File: config.mk
export PLATFORM = sky130hd
export DESIGN_NAME = smr_device_flat
export DESIGN_NICKNAME = d
export VERILOG_FILES = /design/src/common/smr_pkg.sv /design/src/common/smr_if.sv /design/src/design/smr_device.sv /design/src/flat_wrapper.sv
export VERILOG_INCLUDE_DIRS = /design/src /design/src/common
export SDC_FILE = /design/constraint.sdc
export NUM_CORES = 1
export LEC_CHECK = 0
export ABC_AREA = 1
export BUFFER_PORTS_ARGS = -buffer_cell sky130_fd_sc_hd__buf_2
export CAP_MARGIN = 40
export CORE_MARGIN = 2
export CORE_UTILIZATION = 24
export CTS_BUF_LIST = sky130_fd_sc_hd__clkbuf_8
export DETAILED_ROUTE_END_ITERATION = 8
export PLACE_DENSITY_LB_ADDON = 0.08
export SETUP_SLACK_MARGIN = 0.05
export SLEW_MARGIN = 20
export SYNTH_ARGS = -nofsm -noshare
export SYNTH_HDL_FRONTEND = slang
export SYNTH_SLANG_ARGS = --single-unit
File: constraint.sdc
create_clock -name ref_clk -period 1.9 [get_ports ref_clk]
set_input_delay 0.19 -clock ref_clk [delete_from_list [all_inputs] [get_ports ref_clk]]
set_output_delay 0.19 -clock ref_clk [all_outputs]
set_load 0.1 [all_outputs]
File: src/common/smr_consts.svh
// Constants for the base mode register burst logic
`ifndef SMR_CONSTS_SVH
`define SMR_CONSTS_SVH
`define SMR_BL_LSB        0
`define SMR_BL_MSB        1
`define SMR_BT_BIT        3
`define SMR_CL_LSB        4
`define SMR_CL_MSB        6
`define SMR_DLLRST_BIT    8
`define SMR_WR_LSB        9
`define SMR_WR_MSB        11
`define SMR_PPD_BIT       12
`define SMR_OTF_BIT       12
`define SMR_BL_FIXED8     2'h0
`define SMR_BL_OTF        2'h1
`define SMR_BL_CHOP4      2'h2
`define SMR_RESERVED_MASK 19'h4E080
`define SMR_MODE_RESET    19'h00000
`define SMR_DLLK_CYCLES   10'h200
`define SMR_XP_NS         6
`define SMR_XPDLL_NS      24
`define SMR_CLK_NS        8
`define SMR_XP_CYCLES     (((`SMR_XP_NS) + (`SMR_CLK_NS) - 1) / (`SMR_CLK_NS))
`define SMR_XPDLL_CYCLES  (((`SMR_XPDLL_NS) + (`SMR_CLK_NS) - 1) / (`SMR_CLK_NS))
`define SMR_MRD_CYCLES    4'h4
`endif

File: src/common/smr_pkg.sv
// Types shared by both ends of the mode register link
package smr_pkg;
   typedef enum logic [2:0] {CMD_NOP, CMD_MRS, CMD_READ, CMD_WRITE, CMD_PDE, CMD_PDX} smr_cmd_type;
   typedef logic [18:0] smr_addr_type;
endpackage : smr_pkg

File: src/common/smr_if.sv
// Command link between controller and memory device
`timescale 1ns/1ps
interface smr_if;
   smr_pkg::smr_cmd_type  cmd;          // Command code
   logic [2:0]            bank;         // Bank address
   smr_pkg::smr_addr_type addr;         // Address bus
   logic                  cke;          // Clock enable
   logic [7:0]            wdata;        // Write beat data
   logic [7:0]            rdata;        // Read beat data
   logic                  rdata_oe;     // Read data drive enable
   logic                  strobe_oe;    // Strobe drive enable
   logic [2:0]            beat_col;     // Column of current beat
   logic                  wbeat_take;   // Device stores current write beat
   logic                  dll_locked;   // DLL lock reached
   modport dev  (input cmd, bank, addr, cke, wdata,
                 output rdata, rdata_oe, strobe_oe, beat_col, wbeat_take, dll_locked);
   modport ctrl (output cmd, bank, addr, cke, wdata,
                 input rdata, rdata_oe, strobe_oe, beat_col, wbeat_take, dll_locked);
endinterface : smr_if

File: src/design/smr_device.sv
// Device end: base mode register, burst ordering and DLL reset
`timescale 1ns/1ps
`include "smr_consts.svh"
// Functional notes
// - Two-bit field picks BL8, BC4 or on-the-fly
// - On-the-fly: A12 low chop, high eight
// - Burst wraps within aligned column block
// - Burst length applies to reads and writes
// - Controller writes zero to reserved bits
// - Bit 3 selects sequential or interleaved
// - Sequential: rotate within nibble, then other
// - Interleaved: beat column is start xor k
// - Chop read: four beats then tri-state
// - Chop write: nibble from bit 2, ascending
// - Eight write: columns 0..7 ascending always
// - Chop bursts start same cycle as eight
// - DLL reset bit self-clears after start
// - Controller waits 514 cycles before read
// - Bits 11:9 set write recovery cycles
// - Controller programs rounded-up write recovery
// - Bit 12 low: DLL off, slow exit
// - Bit 12 high: DLL on, fast exit
// - Bits 6:4 hold read latency 4..11
// - Mode set only when idle, then wait
module smr_device
(
   input  wire logic  ref_clk,          // Clock
   input  wire logic  rst,              // Synchronous reset, active high
   smr_if.dev         lnk,              // Command link
   output logic [18:0] mode_q,          // Stored base mode register
   output logic [3:0]  wr_recovery_q,   // Decoded write recovery cycles
   output logic [3:0]  read_latency_q,  // Decoded read latency cycles
   output logic        dll_running_q,   // DLL running
   output logic        wr_code_bad_q,   // Unsupported write recovery code
   output logic [2:0]  wr_col_q,        // Column written on last taken beat
   output logic [7:0]  wr_data_q        // Data written on last taken beat
);
   logic [7:0]  mem_q [0:7];
   logic [2:0]  start_q;
   logic [3:0]  beat_q;
   logic        active_q;
   logic        is_read_q;
   logic        chop_q;
   logic        order_q;
   logic [9:0]  dll_cnt_q;
   logic        pd_q;
   logic        chop_d;
   logic [2:0]  col_d;

   // Burst length chosen per command or by the fixed field
   always_comb
   begin
      case (mode_q[`SMR_BL_MSB:`SMR_BL_LSB])
         `SMR_BL_OTF:   chop_d = ~lnk.addr[`SMR_OTF_BIT];
         `SMR_BL_CHOP4: chop_d = 1'b1;
         default:       chop_d = 1'b0;
      endcase
   end

   // Beat column: reads wrap in block by order, writes ignore the low bits
   always_comb
   begin
      if (!is_read_q)
         col_d = chop_q ? {start_q[2], beat_q[1:0]} : beat_q[2:0];
      else if (order_q)
         col_d = start_q ^ beat_q[2:0];
      else
         col_d = {start_q[2] ^ beat_q[2], start_q[1:0] + beat_q[1:0]};
   end

   // Mode capture; reserved bits stored as given, the controller keeps them zero
   always_ff @(posedge ref_clk)
   begin
      if (rst)
         mode_q <= `SMR_MODE_RESET;
      else if (lnk.cke && lnk.cmd == smr_pkg::CMD_MRS && lnk.bank == 3'h0)
         mode_q <= lnk.addr;
      else if (mode_q[`SMR_DLLRST_BIT])
         mode_q[`SMR_DLLRST_BIT] <= 1'b0;
   end

   // DLL lock counter restarts on each reset of the DLL
   always_ff @(posedge ref_clk)
   begin
      if (rst)
         dll_cnt_q <= 10'h000;
      else if (mode_q[`SMR_DLLRST_BIT])
         dll_cnt_q <= `SMR_DLLK_CYCLES;
      else if (dll_cnt_q != 10'h000 && lnk.cke)
         dll_cnt_q <= dll_cnt_q - 10'h001;
   end

   always_ff @(posedge ref_clk)
   begin
      if (rst)
         lnk.dll_locked <= 1'b0;
      else
         lnk.dll_locked <= (dll_cnt_q == 10'h000) && !mode_q[`SMR_DLLRST_BIT];
   end

   // Precharge power-down: DLL stops only when bit 12 is low
   always_ff @(posedge ref_clk)
   begin
      if (rst)
         pd_q <= 1'b0;
      else if (lnk.cmd == smr_pkg::CMD_PDE)
         pd_q <= 1'b1;
      else if (lnk.cmd == smr_pkg::CMD_PDX)
         pd_q <= 1'b0;
   end

   always_ff @(posedge ref_clk)
   begin
      if (rst)
         dll_running_q <= 1'b0;
      else
         dll_running_q <= !(pd_q && !mode_q[`SMR_PPD_BIT]);
   end

   // Field decode
   always_ff @(posedge ref_clk)
   begin
      if (rst)
      begin
         wr_recovery_q  <= 4'h0;
         wr_code_bad_q  <= 1'b0;
         read_latency_q <= 4'h0;
      end
      else
      begin
         case (mode_q[`SMR_WR_MSB:`SMR_WR_LSB])
            3'h1:    wr_recovery_q <= 4'h5;
            3'h2:    wr_recovery_q <= 4'h6;
            3'h3:    wr_recovery_q <= 4'h7;
            3'h4:    wr_recovery_q <= 4'h8;
            3'h5:    wr_recovery_q <= 4'hA;
            3'h6:    wr_recovery_q <= 4'hC;
            default: wr_recovery_q <= 4'h0;
         endcase
         wr_code_bad_q  <= (mode_q[`SMR_WR_MSB:`SMR_WR_LSB] == 3'h0)
                           || (mode_q[`SMR_WR_MSB:`SMR_WR_LSB] == 3'h7);
         read_latency_q <= {1'b0, mode_q[`SMR_CL_MSB:`SMR_CL_LSB]} + 4'h4;
      end
   end

   // Burst sequencer always runs eight slots, chop or not
   always_ff @(posedge ref_clk)
   begin
      if (rst)
      begin
         active_q  <= 1'b0;
         beat_q    <= 4'h0;
         start_q   <= 3'h0;
         is_read_q <= 1'b0;
         chop_q    <= 1'b0;
         order_q   <= 1'b0;
      end
      else if (!active_q && lnk.cke && (lnk.cmd == smr_pkg::CMD_READ || lnk.cmd == smr_pkg::CMD_WRITE))
      begin
         active_q  <= 1'b1;
         beat_q    <= 4'h0;
         start_q   <= lnk.addr[2:0];
         is_read_q <= (lnk.cmd == smr_pkg::CMD_READ);
         chop_q    <= chop_d;
         order_q   <= mode_q[`SMR_BT_BIT];
      end
      else if (active_q)
      begin
         beat_q   <= beat_q + 4'h1;
         active_q <= (beat_q != 4'h7);
      end
   end

   // Beat outputs; chop reads go tri-state after four beats
   always_ff @(posedge ref_clk)
   begin
      if (rst)
      begin
         lnk.rdata      <= 8'h00;
         lnk.rdata_oe   <= 1'b0;
         lnk.strobe_oe  <= 1'b0;
         lnk.beat_col   <= 3'h0;
         lnk.wbeat_take <= 1'b0;
      end
      else
      begin
         lnk.rdata_oe   <= active_q && is_read_q && !(chop_q && beat_q[2]);
         lnk.strobe_oe  <= active_q && is_read_q && !(chop_q && beat_q[2]);
         lnk.rdata      <= mem_q[col_d];
         lnk.beat_col   <= col_d;
         lnk.wbeat_take <= active_q && !is_read_q && !(chop_q && beat_q[2]);
      end
   end

   // Write data store; chop writes drop the last four slots
   always_ff @(posedge ref_clk)
   begin
      if (rst)
      begin
         wr_col_q  <= 3'h0;
         wr_data_q <= 8'h00;
      end
      else if (active_q && !is_read_q && !(chop_q && beat_q[2]))
      begin
         mem_q[col_d] <= lnk.wdata;
         wr_col_q     <= col_d;
         wr_data_q    <= lnk.wdata;
      end
   end
endmodule : smr_device

File: src/flat_wrapper.sv
// flat-port wrapper written by rule: the top's interface ports become plain ports
module smr_device_flat 
  (ref_clk, rst, mode_q, wr_recovery_q, read_latency_q, dll_running_q, wr_code_bad_q, wr_col_q, wr_data_q, lnk_cmd, lnk_bank, lnk_addr, lnk_cke, lnk_wdata, lnk_rdata, lnk_rdata_oe, lnk_strobe_oe, lnk_beat_col, lnk_wbeat_take, lnk_dll_locked);
  smr_if lnk_i ();
  input  wire logic ref_clk;
  input  wire logic rst;
  output logic [18:0] mode_q;
  output logic [3:0] wr_recovery_q;
  output logic [3:0] read_latency_q;
  output logic dll_running_q;
  output logic wr_code_bad_q;
  output logic [2:0] wr_col_q;
  output logic [7:0] wr_data_q;
  input wire logic [$bits(lnk_i.cmd)-1:0] lnk_cmd;
  input wire logic [$bits(lnk_i.bank)-1:0] lnk_bank;
  input wire logic [$bits(lnk_i.addr)-1:0] lnk_addr;
  input wire logic [$bits(lnk_i.cke)-1:0] lnk_cke;
  input wire logic [$bits(lnk_i.wdata)-1:0] lnk_wdata;
  output wire logic [$bits(lnk_i.rdata)-1:0] lnk_rdata;
  output wire logic [$bits(lnk_i.rdata_oe)-1:0] lnk_rdata_oe;
  output wire logic [$bits(lnk_i.strobe_oe)-1:0] lnk_strobe_oe;
  output wire logic [$bits(lnk_i.beat_col)-1:0] lnk_beat_col;
  output wire logic [$bits(lnk_i.wbeat_take)-1:0] lnk_wbeat_take;
  output wire logic [$bits(lnk_i.dll_locked)-1:0] lnk_dll_locked;
  assign lnk_i.cmd = lnk_cmd;
  assign lnk_i.bank = lnk_bank;
  assign lnk_i.addr = lnk_addr;
  assign lnk_i.cke = lnk_cke;
  assign lnk_i.wdata = lnk_wdata;
  assign lnk_rdata = lnk_i.rdata;
  assign lnk_rdata_oe = lnk_i.rdata_oe;
  assign lnk_strobe_oe = lnk_i.strobe_oe;
  assign lnk_beat_col = lnk_i.beat_col;
  assign lnk_wbeat_take = lnk_i.wbeat_take;
  assign lnk_dll_locked = lnk_i.dll_locked;
  smr_device u_core (.ref_clk(ref_clk), .rst(rst), .lnk(lnk_i), .mode_q(mode_q), .wr_recovery_q(wr_recovery_q), .read_latency_q(read_latency_q), .dll_running_q(dll_running_q), .wr_code_bad_q(wr_code_bad_q), .wr_col_q(wr_col_q), .wr_data_q(wr_data_q));
endmodule
==> results.py <==
metrics = {
    "outcome": {
        "status": "completed",
    },
    "sta": {
        "post-route-period-util_pct": 91.1,
        "fin_crit_ns": 1.73,
        "max-slew-margin-rel_pct": 65.0,
        "rsz0062_at_grt": "false",
        "worst_pin_slew_ns": 0.528,
        "finalClockSkew_ns": 0.0132,
        "finalSetupTns_ns": 0,
        "hold_viol": 0,
        "finalMaxSlewViolations": 0,
        "setup_viol": 0,
        "fmax_mhz": 578,
    },
    "clock_network": {
        "cts_root_buffer": "clkbuf_8",
        "cts_sinks": 140,
        "htreeDepth": 4,
        "clockBufferDepth": 2,
        "clk_pin_slew_ns": 0.08,
        "clk_latency_ns": 0.44,
        "postCtsSetupBuffers": 0,
        "tritoncts": "yes",
        "cts_inserted_buffers": 17,
    },
    "synthesis": {
        "ys_seq_area_share_pct": 61.5,
        "ys_warn_count": 0,
        "syn_nets": 647,
        "synth-seq-cells": 140,
        "synth_area_leaders": "edfxtp_1, dfxtp_1, nand2_1, nor2_1, o21ai_0",
        "yosys.area.top_type_share_pct": 34.3,
        "synth_cells": 605,
        "syn_avg_cell_area_um2": 9.26,
        "yosysTopAreaCell": "edfxtp_1",
        "yosysUniqueCellTypes": 35,
        "synth_area_um2": 5600,
    },
    "floorplanning": {
        "coreArea_um2": 22800,
        "dieArea_um2": 24600,
        "io_pins": 91,
        "start_util_pct": 24.6,
        "die_w_um": 157,
        "row_count": 55,
        "die_y_um": 157,
    },
    "worst_setup_path": {
        "cp-end-kind": "flip-flop",
        "reg2reg_to": "u_core.mem_q[0][6]",
        "worstRegToRegCells": 8,
        "cp_max_fo": 8,
        "crit_arrival_ns": 1.85,
        "cp-startpoint": "u_core.beat_q[0]",
        "crit_end": "u_core.mem_q[0][6]",
        "reg2reg_from": "u_core.beat_q[0]",
        "crit_required_ns": 2.02,
        "rrSetupSlack_ns": 0.17,
        "crit_type": "flip-flop to flip-flop",
        "worstSetupStartpointType": "flip-flop",
    },
    "detailed_routing": {
        "vias_per_cell": 4.15,
        "wl_per_cell_um": 14.8,
        "drt_iter0_markers": 204,
        "vias": 4375,
        "wirelength_mm": 15.6,
        "drc": 0,
        "drtPass1Iterations": 4,
        "ant_nets": 0,
    },
    "cells_and_area": {
        "area_delta_synth_final_pct": 25.7,
        "postLayoutCoreUtil_pct": 30.9,
        "nFillCells": 2419,
        "fin_area_um2": 7040,
        "fin_nets": 770,
        "antenna_cells": 0,
        "final_cells": 1054,
        "layout-drive-gt1-share_pct": 22.5,
    },
    "global_routing": {
        "grt_overflow": 0,
        "grt_pass1_wl_mm": 24.1,
        "antenna_found_initial": 0,
        "grt_use_total_pct": 13.1,
        "grt_max_degree": 33,
        "grt_pass1_vias": 4266,
    },
    "power_and_ir_drop": {
        "ir_drop_uv": 369,
        "power.density_nw_per_um2": 1040,
        "leakagePower_nw": 3.00,
        "finalPower_mw": 7.32,
    },
    "place": {
        "place_congestion": 0.775,
        "place_inst": 1008,
        "dpl_cell_area_um2": 6510,
        "dpl.hpwl_mm": 11.2,
        "io_buffers": 90,
    },
    "job": {
        "cap_violations": 0,
    },
    "worst_hold_path": {
        "worst_hold_path_type": "input port to flip-flop",
    },
}
## cell usage after synthesis (all sizes together)
| cell | count |
|---|---|
| xor2 | 2 |
| o22ai | 1 |
| clkbuf | 6 |
| nand2 | 165 |
| inv | 42 |
| o21ai | 36 |
| nand4 | 20 |
| nor4 | 2 |
| ha | 6 |
| buf | 19 |
| and3 | 1 |
| dfxtp | 76 |
| nor2 | 98 |
| nor3b | 1 |
| a311oi | 1 |
| clkinv | 2 |
| edfxtp | 64 |
| nor3 | 5 |
| a21oi | 29 |
| xnor2 | 3 |
| nand3b | 1 |
| o211ai | 1 |
| nand3 | 23 |
| a221oi | 1 |
## power breakdown
group	internal, mW	switching, mW	total, mW
combinational	0.509	1.09	1.60
sequential	3.31	0.121	3.43
clock	1.14	1.15	2.29
total	4.96	2.36	7.32
## what timing repair did
| item | CTS | global route |
|---|---|---|
| gates resized for setup | 0 | 6 |
| endpoints found under the setup margin | 0 | 40 |
| hold buffers | 14 | 0 |
| hold endpoints to repair | 13 | 0 |
## area by class of cell
class                      count  area, um2  share of cell area [%]
inverter                      44        169                    2.40
timing repair buffer         129        803                    11.4
sequential                   140       3440                    48.9
tap                          313        392                    5.56
multi-input combinational    396       1870                    26.5
clock inverter                15        133                    1.88
clock buffer                  17        234                    3.32
## cell usage in the layout (no fill, tap or decap), types with 2 or more instances in the layout
| cell type | instances |
|---|---|
| clkinv_2 | 6 |
| o21ai_0 | 36 |
| nand4_1 | 19 |
| clkinv_1 | 3 |
| dfxtp_1 | 76 |
| buf_12 | 2 |
| nor4_1 | 2 |
| nand2_2 | 4 |
| nand3_1 | 23 |
| xnor2_1 | 3 |
| nand2_1 | 158 |
| buf_2 | 90 |
| bufinv_16 | 2 |
| nand2_4 | 3 |
| clkbuf_8 | 17 |
| inv_2 | 5 |
| nor2_2 | 4 |
| edfxtp_1 | 64 |
| dlygate4sd3_1 | 14 |
| nor2_4 | 3 |
| ha_1 | 6 |
| nor2_1 | 90 |
| clkinvlp_4 | 2 |
| buf_4 | 23 |
| nor3_1 | 4 |
| xor2_1 | 2 |
| a21oi_1 | 29 |
| inv_1 | 38 |
## kinds of logic after synthesis
logic type / count (synthesis) / synth area share, %
AO/OA/AOI/OAI: 69 / 6.36
flip-flops: 140 / 61.5
AND/OR/NAND/NOR: 316 / 24.3
buffers and inverters: 69 / 5.76
adder cells (fa/ha/maj): 6 / 1.34
XOR/XNOR: 5 / 0.782
## critical path, stage by stage (launching register included)
cell,delay (ns)
dfxtp_1,0.32
ha_1,0.21
nand3_1,0.15
nand3_1,0.13
nand2_2,0.11
nand2_4,0.07
inv_2,0.08
nand2_1,0.11
nor2_4,0.25
## per-layer routing
| metal | global-route usage, % | share of wire, % | vias up |
|---|---|---|---|
| met1 | 17.2 | 48 | 2037 |
| met4 | 3.93 | 0.91 | 0 |
| met5 | 0 | 0 | - |
| met3 | 3.35 | 4.4 | 9 |
| met2 | 21.3 | 46 | 92 |
| li1 | - | - | 2237 |
## state kept, by name (all words and copies together) (netlist names), 4 cells and up
register	flops
u_core.read_latency_q	4
u_core.wr_data_q	8
u_core.mode_q	19
u_core.dll_cnt_q	10
u_core.wr_recovery_q	4
u_core.lnk.rdata	8
u_core.mem_q	64
u_core.beat_q	4
## metrics by stage
stage | hold slack [ns] | worst slack, ns
global placement | 0.431 | 0.169
CTS | 0.00174 | 0.111
detailed placement | 0.429 | 0.143
floorplan | 0.280 | -0.0623
global route | 0.0139 | 0.0527
finish | 0.0402 | 0.169
## worst min path at each step
stage	slack (ns)	from	endpoint	cells past startpoint
finish	0.04	lnk_addr[9]	u_core.mode_q[9]	3
global route	0.01	lnk_addr[5]	u_core.mode_q[5]	3
CTS	0.002	lnk_addr[9]	u_core.mode_q[9]	3
detailed placement	0.43	u_core.mode_q[6]	u_core.read_latency_q[2]	1
global placement	0.43	u_core.mode_q[5]	u_core.read_latency_q[1]	2
floorplan	0.28	lnk_cmd[0]	u_core.is_read_q	1
(Power assumes the default switching activity.)
